File: src/rtl/dsc_pkg.sv
// package: constants and types for the dual-select static memory controller
// How it works
// - strobe held high through every read
// - write starts when last condition asserts
// - write ends first deassert; data held
// - never drive data while memory may drive
// - both selects share identical timing
package dsc_pkg;
  localparam int ADDR_W = 13;
  localparam int DATA_W = 8;
  localparam int WORDS  = 8192;
  // access timing in ns, slowest speed grade; faster parts also fit
  localparam int T_CYCLE_NS  = 55;
  localparam int T_ACCESS_NS = 55;
  localparam int T_WP_NS     = 45;
  localparam int T_TURN_NS   = 15;
  localparam int CLK_NS      = 8;
  localparam logic [3:0] RD_CYC   = 4'((T_ACCESS_NS + CLK_NS - 1) / CLK_NS);
  localparam logic [3:0] WP_CYC   = 4'((T_WP_NS + CLK_NS - 1) / CLK_NS);
  localparam logic [3:0] TURN_CYC = 4'((T_TURN_NS + CLK_NS - 1) / CLK_NS);
  // read data reaches the sequencer two flops after the pins
  localparam logic [3:0] SYNC_CYC = 4'h2;
  localparam logic [3:0] REC_CYC  =
    4'((T_CYCLE_NS - T_WP_NS + CLK_NS - 1) / CLK_NS);
  localparam logic [3:0] CNT_ONE  = 4'h1;
  localparam logic [3:0] CNT_ZERO = 4'h0;

  typedef enum logic [4:0] {
    DSC_IDLE  = 5'h01,
    DSC_SETUP = 5'h02,
    DSC_READ  = 5'h04,
    DSC_WRITE = 5'h08,
    DSC_REC   = 5'h10
  } dsc_state_e;
endpackage

File: src/rtl/dsc_timer_if.sv
// interface: load/expire link between sequencer and its cycle timer
`timescale 1ns/100ps
interface dsc_timer_if;
  logic       load;
  logic [3:0] count;
  logic       done;
  modport ctl (output load, output count, input done);
  modport tmr (input load, input count, output done);
endinterface

File: src/rtl/dsc_sram_host.sv
// module: host controller driving an 8K x 8 dual-select static memory
`timescale 1ns/100ps
module dsc_sram_host
  import dsc_pkg::*;
(
  input  wire logic              clk,
  input  wire logic              arst_n,
  // user request side
  input  wire logic              reqValid,
  output logic                   reqReady,
  input  wire logic              reqWrite,
  input  wire logic [ADDR_W-1:0] reqAddr,
  input  wire logic [DATA_W-1:0] reqData,
  output logic                   rspValid,
  output logic [DATA_W-1:0]      rspData,
  // memory pins
  output logic [ADDR_W-1:0]      wordSelectLines,
  output logic                   selectPrimaryN,
  output logic                   selectSecondaryHi,
  output logic                   outEnableN,
  output logic                   writeStrobeN,
  input  wire logic [DATA_W-1:0] byteLanesIn,
  output logic [DATA_W-1:0]      byteLanesOut,
  output logic                   byteLanesOe
);
  // ---------------------------------------------------------------
  // state and timer
  // ---------------------------------------------------------------
  dsc_state_e state_ff;
  dsc_state_e nxt_state;
  logic       isWrite_ff;
  logic [DATA_W-1:0] rdSync1_ff;
  logic [DATA_W-1:0] rdSync2_ff;
  logic [DATA_W-1:0] rdSync3_ff;
  dsc_timer_if tif ();

  dsc_timer u_timer (
    .clk    (clk),
    .arst_n (arst_n),
    .tif    (tif)
  );

  assign reqReady = (state_ff == DSC_IDLE);
  logic accept;
  assign accept = reqValid && reqReady;

  always_comb begin
    nxt_state = state_ff;
    tif.load  = 1'b0;
    tif.count = CNT_ZERO;
    unique case (state_ff)
      DSC_IDLE: begin
        if (accept) begin
          nxt_state = DSC_SETUP;
          tif.load  = 1'b1;
          tif.count = CNT_ONE;
        end
      end
      DSC_SETUP: begin
        if (tif.done) begin
          nxt_state = isWrite_ff ? DSC_WRITE : DSC_READ;
          tif.load  = 1'b1;
          // read stretched so the synced sample postdates access time
          tif.count = isWrite_ff ? WP_CYC : 4'(RD_CYC + SYNC_CYC);
        end
      end
      DSC_READ, DSC_WRITE: begin
        if (tif.done) begin
          nxt_state = DSC_REC;
          tif.load  = 1'b1;
          tif.count = isWrite_ff ? REC_CYC : TURN_CYC;
        end
      end
      DSC_REC: begin
        if (tif.done) begin
          nxt_state = DSC_IDLE;
        end
      end
    endcase
  end

  always_ff @(posedge clk or negedge arst_n) begin
    if (!arst_n) begin
      state_ff <= DSC_IDLE;
    end else begin
      state_ff <= nxt_state;
    end
  end

  // ---------------------------------------------------------------
  // captured request
  // ---------------------------------------------------------------
  always_ff @(posedge clk or negedge arst_n) begin
    if (!arst_n) begin
      isWrite_ff      <= 1'b0;
      wordSelectLines <= '0;
      byteLanesOut    <= '0;
    end else if (accept) begin
      isWrite_ff      <= reqWrite;
      wordSelectLines <= reqAddr;
      byteLanesOut    <= reqData;
    end
  end

  // ---------------------------------------------------------------
  // pin sequencing
  // ---------------------------------------------------------------
  // both selects move together so either can terminate a write
  always_ff @(posedge clk or negedge arst_n) begin
    if (!arst_n) begin
      selectPrimaryN    <= 1'b1;
      selectSecondaryHi <= 1'b0;
    end else begin
      selectPrimaryN    <= !(nxt_state inside {DSC_READ, DSC_WRITE});
      selectSecondaryHi <= (nxt_state inside {DSC_READ, DSC_WRITE});
    end
  end

  // strobe falls with the selects; address set a cycle earlier
  always_ff @(posedge clk or negedge arst_n) begin
    if (!arst_n) begin
      writeStrobeN <= 1'b1;
    end else begin
      writeStrobeN <= !(nxt_state == DSC_WRITE);
    end
  end

  always_ff @(posedge clk or negedge arst_n) begin
    if (!arst_n) begin
      outEnableN <= 1'b1;
    end else begin
      outEnableN <= !(nxt_state == DSC_READ);
    end
  end

  // data driven only while writing; recovery gap keeps the
  // memory's output turn-off clear of our drive
  always_ff @(posedge clk or negedge arst_n) begin
    if (!arst_n) begin
      byteLanesOe <= 1'b0;
    end else begin
      // keyed on this request only; a stale write flag must not
      // drive the lanes during a read's setup
      byteLanesOe <= (accept && reqWrite) ||
                     (nxt_state == DSC_WRITE);
    end
  end

  // ---------------------------------------------------------------
  // read data capture
  // ---------------------------------------------------------------
  always_ff @(posedge clk or negedge arst_n) begin
    if (!arst_n) begin
      rdSync1_ff <= '0;
      rdSync2_ff <= '0;
      rdSync3_ff <= '0;
    end else begin
      rdSync1_ff <= byteLanesIn;
      rdSync2_ff <= rdSync1_ff;
      rdSync3_ff <= rdSync2_ff;
    end
  end

  // sample at end of read; the stretch above keeps the second flop's
  // sample later than the access time; the third flop's is taken only when it matches
  always_ff @(posedge clk or negedge arst_n) begin
    if (!arst_n) begin
      rspValid <= 1'b0;
      rspData  <= '0;
    end else begin
      rspValid <= (state_ff == DSC_READ) && tif.done;
      if ((state_ff == DSC_READ) && tif.done &&
          (rdSync2_ff == rdSync3_ff)) begin
        rspData <= rdSync3_ff;
      end else if ((state_ff == DSC_READ) && tif.done) begin
        rspData <= rdSync2_ff;
      end
    end
  end

  // ---------------------------------------------------------------
  // checks
  // ---------------------------------------------------------------
  AST_READ_STROBE_HIGH: assert property (@(posedge clk)
    disable iff (!arst_n) !outEnableN |-> writeStrobeN)
    else $error("strobe low during read");
  AST_NO_DRIVE_ON_READ: assert property (@(posedge clk)
    disable iff (!arst_n) !outEnableN |-> !byteLanesOe)
    else $error("data driven while memory output enabled");
  AST_SELECT_PAIR: assert property (@(posedge clk)
    disable iff (!arst_n) selectPrimaryN == !selectSecondaryHi)
    else $error("selects out of step");
  AST_WRITE_DATA_HELD: assert property (@(posedge clk)
    disable iff (!arst_n) !writeStrobeN
      |-> byteLanesOe && $stable(byteLanesOut))
    else $error("write data not held during strobe");
  AST_WRITE_SELECTED: assert property (@(posedge clk)
    disable iff (!arst_n) !writeStrobeN |-> !selectPrimaryN)
    else $error("strobe low while deselected");
  AST_STROBE_WITH_SEL: assert property (@(posedge clk)
    disable iff (!arst_n) $fell(selectPrimaryN) && isWrite_ff
      |-> !writeStrobeN && outEnableN)
    else $error("write start without strobe or with output on");
  AST_STANDBY_IDLE: assert property (@(posedge clk)
    disable iff (!arst_n) reqReady |-> selectPrimaryN && outEnableN)
    else $error("memory selected while idle");
  // nine = read phase plus the sync stretch
  AST_READ_RESP: assert property (@(posedge clk)
    disable iff (!arst_n) $fell(outEnableN) |-> ##9 (outEnableN && rspValid))
    else $error("read end without response");
  AST_TURN_GAP: assert property (@(posedge clk)
    disable iff (!arst_n) $rose(outEnableN) |-> !byteLanesOe[*2])
    else $error("data driven before memory output turned off");
  AST_SEL_GATES_READ: assert property (@(posedge clk)
    disable iff (!arst_n) selectPrimaryN |-> outEnableN)
    else $error("output enable active while deselected");
  AST_WRITE_END_TOGETHER: assert property (@(posedge clk)
    disable iff (!arst_n) $rose(writeStrobeN)
      |-> $rose(selectPrimaryN) && $fell(byteLanesOe))
    else $error("write end not aligned with select and drive");
  AST_ADDR_STABLE: assert property (@(posedge clk)
    disable iff (!arst_n) !selectPrimaryN |-> $stable(wordSelectLines))
    else $error("address moved while selected");
  AST_WRITE_WIDTH: assert property (@(posedge clk)
    disable iff (!arst_n) $fell(writeStrobeN) |-> !writeStrobeN[*5])
    else $error("write pulse too short");
endmodule

File: src/rtl/dsc_timer.sv
// module: down counter that times each phase of a memory access
`timescale 1ns/100ps
module dsc_timer
  import dsc_pkg::*;
(
  input  wire logic clk,
  input  wire logic arst_n,
  dsc_timer_if.tmr  tif
);
  logic [3:0] cnt_ff;

  always_ff @(posedge clk or negedge arst_n) begin
    if (!arst_n) begin
      cnt_ff <= CNT_ZERO;
    end else if (tif.load) begin
      cnt_ff <= tif.count;
    end else if (cnt_ff != CNT_ZERO) begin
      cnt_ff <= cnt_ff - CNT_ONE;
    end
  end

  // done must not look at load: the sequencer derives load from done
  assign tif.done = (cnt_ff == CNT_ONE);
endmodule

File: config.mk
export PLATFORM = sky130hd
export DESIGN_NAME = dsc_sram_host
export DESIGN_NICKNAME = d
export VERILOG_FILES = /design/src/rtl/dsc_pkg.sv /design/src/rtl/dsc_timer_if.sv /design/src/rtl/dsc_sram_host.sv /design/src/rtl/dsc_timer.sv
export SDC_FILE = /design/constraint.sdc
export NUM_CORES = 1
export LEC_CHECK = 0
export ABC_AREA = 1
export ABC_CLOCK_PERIOD_IN_PS = 1400
export BUFFER_PORTS_ARGS = -buffer_cell sky130_fd_sc_hd__buf_2
export CORE_ASPECT_RATIO = 1.75
export CORE_MARGIN = 2
export CORE_UTILIZATION = 46
export CTS_CLUSTER_SIZE = 25
export DETAILED_ROUTE_END_ITERATION = 10
export HOLD_SLACK_MARGIN = 0.03
export PLACE_DENSITY = 0.8
export SLEW_MARGIN = 20
export SYNTH_ARGS = -nofsm -noshare
export SYNTH_HDL_FRONTEND = slang
export SYNTH_SLANG_ARGS = --single-unit
File: constraint.sdc
create_clock -name clk -period 1.4 [get_ports clk]
set_input_delay 0.28 -clock clk [delete_from_list [all_inputs] [get_ports clk]]
set_output_delay 0.28 -clock clk [all_outputs]
set_load 0.05 [all_outputs]
## Word level (Yosys, flattened, before mapping)

Index checks and enable logic that the tools add are counted.

| storage, ports and cells | value |
|---|---|
| register bits after elaboration | 69 |
| output and inout bits | 36 |
| input port bits | 33 |

| operators by class | value |
|---|---|
| reductions and logical operators | 14 |
| add/sub/neg operators | 1 |
| mux-type cells | 18 |
| equal/unequal tests | 9 |

Operators with widths:

| operator | number |
|---|---|
| 4-bit two-way mux | 5 |
| 5-bit two-way mux | 4 |
| 5-bit one-hot mux with 4 select lines | 1 |
| 8-bit two-way mux | 2 |
| 4-bit one-hot mux with 3 select lines | 1 |
| 5-bit by 3-bit equality test with 1-bit output (second input constant) | 2 |
| 5-bit by 4-bit equality test with 1-bit output (second input constant) | 2 |
| 8-bit equality test | 1 |
| 2-bit nonzero test | 3 |
| 5-bit by 1-bit equality test with 1-bit output (second input constant) | 1 |
| 5-bit by 2-bit equality test with 1-bit output (second input constant) | 1 |
| 5-bit equality test (second input constant) | 1 |
| 4-bit by 1-bit equality test with 1-bit output (second input constant) | 1 |
| 1-bit logical AND | 4 |
| 4-bit nonzero test | 1 |
| 4-bit by 1-bit subtractor with 4-bit output (second input constant) | 1 |
| 1-bit zero test | 3 |
| 1-bit two-way mux | 3 |
| 3-bit OR reduction | 1 |
| 2-bit two-way mux | 1 |
| 1-bit one-hot mux with 2 select lines | 1 |
| 2-bit OR reduction | 1 |
| 1-bit logical OR | 1 |

## Depth between registers and ports, before layout

| depth | value |
|---|---|
| word-level depth | 7 |
| gate-level depth with buffers | 10 |
| mapped depth without buffers | 10 |

## Cells and area by module

From an unflattened synthesis, not the netlist that was laid out.

| second synthesis, totals | value |
|---|---|
| cells, all modules | 246 |
| area, all modules | 2467.4 um2 |

Modules (own cells, without submodules):

| module | cells each | instances | area each (um2) | seq. area each (um2) |
|---|---|---|---|---|
| dsc_sram_host | 209 | 1 | 2175.8 | 1431.4 |
| dsc_timer | 37 | 1 | 291.5 | 100.1 |

## Least setup slack after synthesis

No wires, ideal clock.

| timing path | value |
|---|---|
| kind | register to register |
| from | register u_timer.cnt_ff[1] |
| to | register u_timer.cnt_ff[1] |
| period minus slack after synthesis | 1.402 ns |
| setup time | 0.117 ns |
| buffers on the path | 0 |
| arrival time | 1.285 ns |
| cell stages (with the launch flop) | 10 |
| setup slack | -0.002 ns |
| path through | dfrtp_1 > inv_1 > ha_1 > nand3_1 > inv_4 > nand3_2 > nand4_4 > inv_2 > nand2_1 > nand2_1 |

| between the ends | value |
|---|---|
| cells in the longest elaborated chain, start to end | 4 |
| elaborated cells on any way between the ends | 11 |
| classes of those cells | add/sub: 1; eq/ne: 1; mux: 7; reduce/logical: 2 |

Ends and longest elaborated chain:

| what | line | RTL |
|---|---|---|
| start: declaration | dsc_timer.sv:10 | `logic [3:0] cnt_ff;` |
| start signal: assignment | dsc_timer.sv:16 | `cnt_ff <= tif.count;` |
| start signal: assignment | dsc_timer.sv:18 | `cnt_ff <= cnt_ff - CNT_ONE;` |
| 4-bit by 1-bit equality test with 1-bit output | dsc_timer.sv:23 | `assign tif.done = (cnt_ff == CNT_ONE);` |
| 2-bit two-way mux, or another cell as far along | dsc_sram_host.sv:68 | `if (tif.done) begin` |
| 4-bit one-hot mux with 3 select lines or 1-bit one-hot mux with 2 select lines (tied branches) | dsc_sram_host.sv:51 | `unique case (state_ff)` |
| 4-bit two-way mux or 2-bit nonzero test (tied branches) | -- |  |

Parallel ways exist; a longest one is shown, timed or not. The select of a mux whose other input is x is not followed.
A chain may end at the register's enable or synchronous reset.

## Final worst setup path

| timing path | value |
|---|---|
| from | register state_ff[0] |
| to | output port reqReady |

| between the ends | value |
|---|---|
| cells in the longest elaborated chain, start to end | 1 |

Ends and longest elaborated chain:

| what | line | RTL |
|---|---|---|
| start: declaration | dsc_sram_host.sv:29 | `dsc_state_e state_ff;` |
| start signal: assignment | dsc_sram_host.sv:86 | `state_ff <= nxt_state;` |
| 5-bit by 1-bit equality test with 1-bit output | dsc_sram_host.sv:43 | `assign reqReady = (state_ff == DSC_IDLE);` |
| end: declaration | dsc_sram_host.sv:10 | `output logic reqReady,` |

No other way between the ends.

==> metrics.cfg <==
[synth]
yosysMostFrequentCell=nand2_1
synthTopCellsByArea=dfrtp_1, nand2_1, dfstp_2, inv_1, nor2_4
ys_ff_latch=61
yosys.area.top_type_share_pct=58.4
synth_edf_count=0
syn_area_per_cell_um2=10.1
seq_area_frac_synth_pct=62.7
yosys.area.top_type=dfrtp_1
synth_area_mm2=0.00244
synthCells=242
ys.flop_type=dfrtp_1
synth_cell_types=23
ys_async_sr_fraction_pct=100
synth_common_cells=nand2_1, dfrtp_1, inv_1, inv_2, o21ai_0
synth_warnings=0
syn-num-nets=278

[floorplanning]
core_mm2=0.00521
start_util_pct=46.8
die_h_um=100
fp.dieW_um=59.1
num_rows=35
io_pins=69
dieArea_mm2=0.00593

[layout]
insertedDiodeCount=0
drive_above_1_share_pct=42.6
layout.nets=377
fin_cells=400
area_growth_pct=38.8
final_core_util_pct=65.0

[worst_setup_path]
cp_slowest_stage_delay_ns=0.55
cp_cell_sequence=inv_4 > nor2_4 > nand3_2 > inv_2 > buf_8
path_class=register to primary output
worstPathMaxFanout=2
worst-path-buf-inv=3
start_kind=register
worst_ep_required_time_ns=1.12
crit_path_end_kind=primary output
cpLargestDelayFamily=flip-flops
worstPathArrival_ns=1.29
crit_slowest_cell=dfstp_2

[pwr]
p_per_area_mw_per_mm2=977
p_comb_share_pct=2.8
p_clk_share_pct=43.0
irDropWorstVdd_mv=0.655
leakage_nw=1.93
p_sw_share_pct=21.3
p_int_mw=2.61
power.total_mw=3.31
switching_power_mw=0.706
power_frac_seq_pct=54.1

[sta]
min_period_ns=1.57
final.period_utilization_pct=112
fin_worst_skew_ns=0.00776
max_freq_mhz=639
maxSlewHeadroom_pct=80.2
setup_viol=39
hold_violations=0
rsz0062_at_grt=yes
tightest_slew_ns=0.297
slew_viol_final=0
layout_setup_ws_ns=-0.166

[routing]
drt_iter0_drc=34
viasPerCell=4.88
post_drt_wl_per_cell_um=12.8
dr_total_vias=1951
drc=0
drtAntennaViolNets=0
dr.pass1.iters=5
drt_wl_total_mm=5.12

[placed_design]
dp.cells=370
dp_hpwl_mm=3.45
place_congestion=0.884
io_buffers=68

[job]
maxCapViolations=0

[global_routing]
grt.overflow.total=0
grt_pass1_wl_mm=8.18
grt_max_degree=40
grt_usage_pct=18.8
grt_pass1_vias=1869
antenna_found_initial=0

[clock_network]
cts_max_level=3
clock_latency_ns=0.34
cts_root_buf=clkbuf_8
cts.path.max_buffers=2
cts_tree=yes
path_clk_slew_ns=0.07
cts_made_buffers=9
cts_sinks=61

[status]
status=complete, but fails checks
violations=negative setup slack

[min_path]
hold_path.class=input port to register

-- kinds of logic (layout without fill, tap and decap cells) --
logic type | after synthesis | count (layout) | synth area share [%]
fa+ha+maj | 3 | 3 | 1.54
compound gates | 11 | 11 | 3.02
xor+xnor | 1 | 1 | 0.359
flops | 61 | 61 | 62.7
buf+inv | 25 | 128 | 4.77
simple gates | 141 | 141 | 27.6
-- routing by layer --
layer / vias up / track usage [%] / routed length, µm
li1: 951 / - / -
met1: 925 / 20.8 / 1950
met2: 58 / 30.9 / 2790
met3: 17 / 4.51 / 191
met4: 0 / 13.1 / 193
met5: - / 0 / 0
-- state kept, by name, indices dropped and copies added, names as in the netlist --
signal	count
wordSelectLines	13
byteLanesOut	8
outEnableN	1
u_timer.cnt_ff	4
rspData	8
state_ff	5
rdSync1_ff	8
isWrite_ff	1
byteLanesOe	1
rspValid	1
rdSync2_ff	8
selectPrimaryN	1
selectSecondaryHi	1
writeStrobeN	1
-- placed cells by master, fill, tap and decap left out, types with 5 or more instances in the layout --
cell / Yosys / layout
buf_12: 0 / 7
buf_2: 2 / 65
buf_4: 0 / 13
clkbuf_8: 0 / 12
dfrtp_1: 57 / 56
inv_1: 12 / 10
inv_2: 7 / 5
nand2_1: 111 / 108
nand2_2: 3 / 5
nand4_1: 6 / 6
nor2_4: 4 / 5
o21ai_0: 7 / 5
-- path summary, 6_finish.rpt --
path	depth (start not counted)	endpoint	slack, ns	startpoint
hold / removal	1	rdSync1_ff[7]$_DFF_PN0_	0.05	byteLanesIn[7]
hold reg to reg	0	rdSync2_ff[4]$_DFF_PN0_	0.35	rdSync1_ff[4]$_DFF_PN0_
setup / recovery	5	reqReady	-0.17	state_ff[0]$_DFF_PN1_
min in group asynchronous	3	byteLanesOut[7]$_DFFE_PN0P_	0.46	arst_n
max in group asynchronous	3	outEnableN$_DFF_PN1_	0.65	arst_n
setup reg to reg	9	u_timer.cnt_ff[1]$_DFFE_PN0P_	-0.07	state_ff[0]$_DFF_PN1_
-- worst reg2reg max path: stages, from the launching register on --
cell and delay (ns):
dfstp_2 0.55, inv_4 0.04, nor2_4 0.08, buf_4 0.12, nand4_4 0.16, buf_6 0.18, nand4_4 0.07, inv_4 0.05
nand2_1 0.05, nand2_1 0.05
-- layout make-up --
class	instances	area, µm²
Clock buffer	12	165
Clock inverter	3	20.0
Fill cell	406	1820
Inverter	21	104
Multi-Input combinational cell	156	846
Sequential cell	61	1530
Tap cell	55	68.8
Timing Repair Buffer	92	652
-- stage by stage --
| step | instance area (µm²) | setup TNS, ns | hold slack, ns | setup slack [ns] |
|---|---|---|---|---|
| final | 3390 | -1.72 | 0.0453 | -0.166 |
| after global routing | 3390 | -5.07 | 0.0314 | -0.213 |
| after global placement | 2940 | 0 | 0.275 | 0.0262 |
| after floorplan | 2450 | 0 | -0.0156 | 0.0311 |
| after detailed placement | 2940 | -0.625 | 0.280 | -0.0536 |
| after CTS | 3270 | -3.03 | 0.0317 | -0.183 |
-- power by group through the flow --
stage / Combinational, mW / Sequential, mW / Clock [mW]
2_1_floorplan: 0.00000191 / 1.82 / 0
3_3_place_gp: 0.0903 / 1.82 / 0
3_5_place_dp: 0.0923 / 1.82 / 0
4_1_cts: 0.0943 / 1.79 / 1.46
5_1_grt: 0.106 / 1.79 / 1.54
6_report: 0.0935 / 1.79 / 1.43
-- timing repair --
item                       in CTS  in global routing
hold buffers                    1                  1
gates cloned                    1                  0
setup endpoints to repair      25                 46
pin swaps                       2                  3
hold endpoints to repair       57                  1
setup buffers                   5                  7
resized for setup              14                 20
No activity file was read; power rests on OpenSTA's default activity.
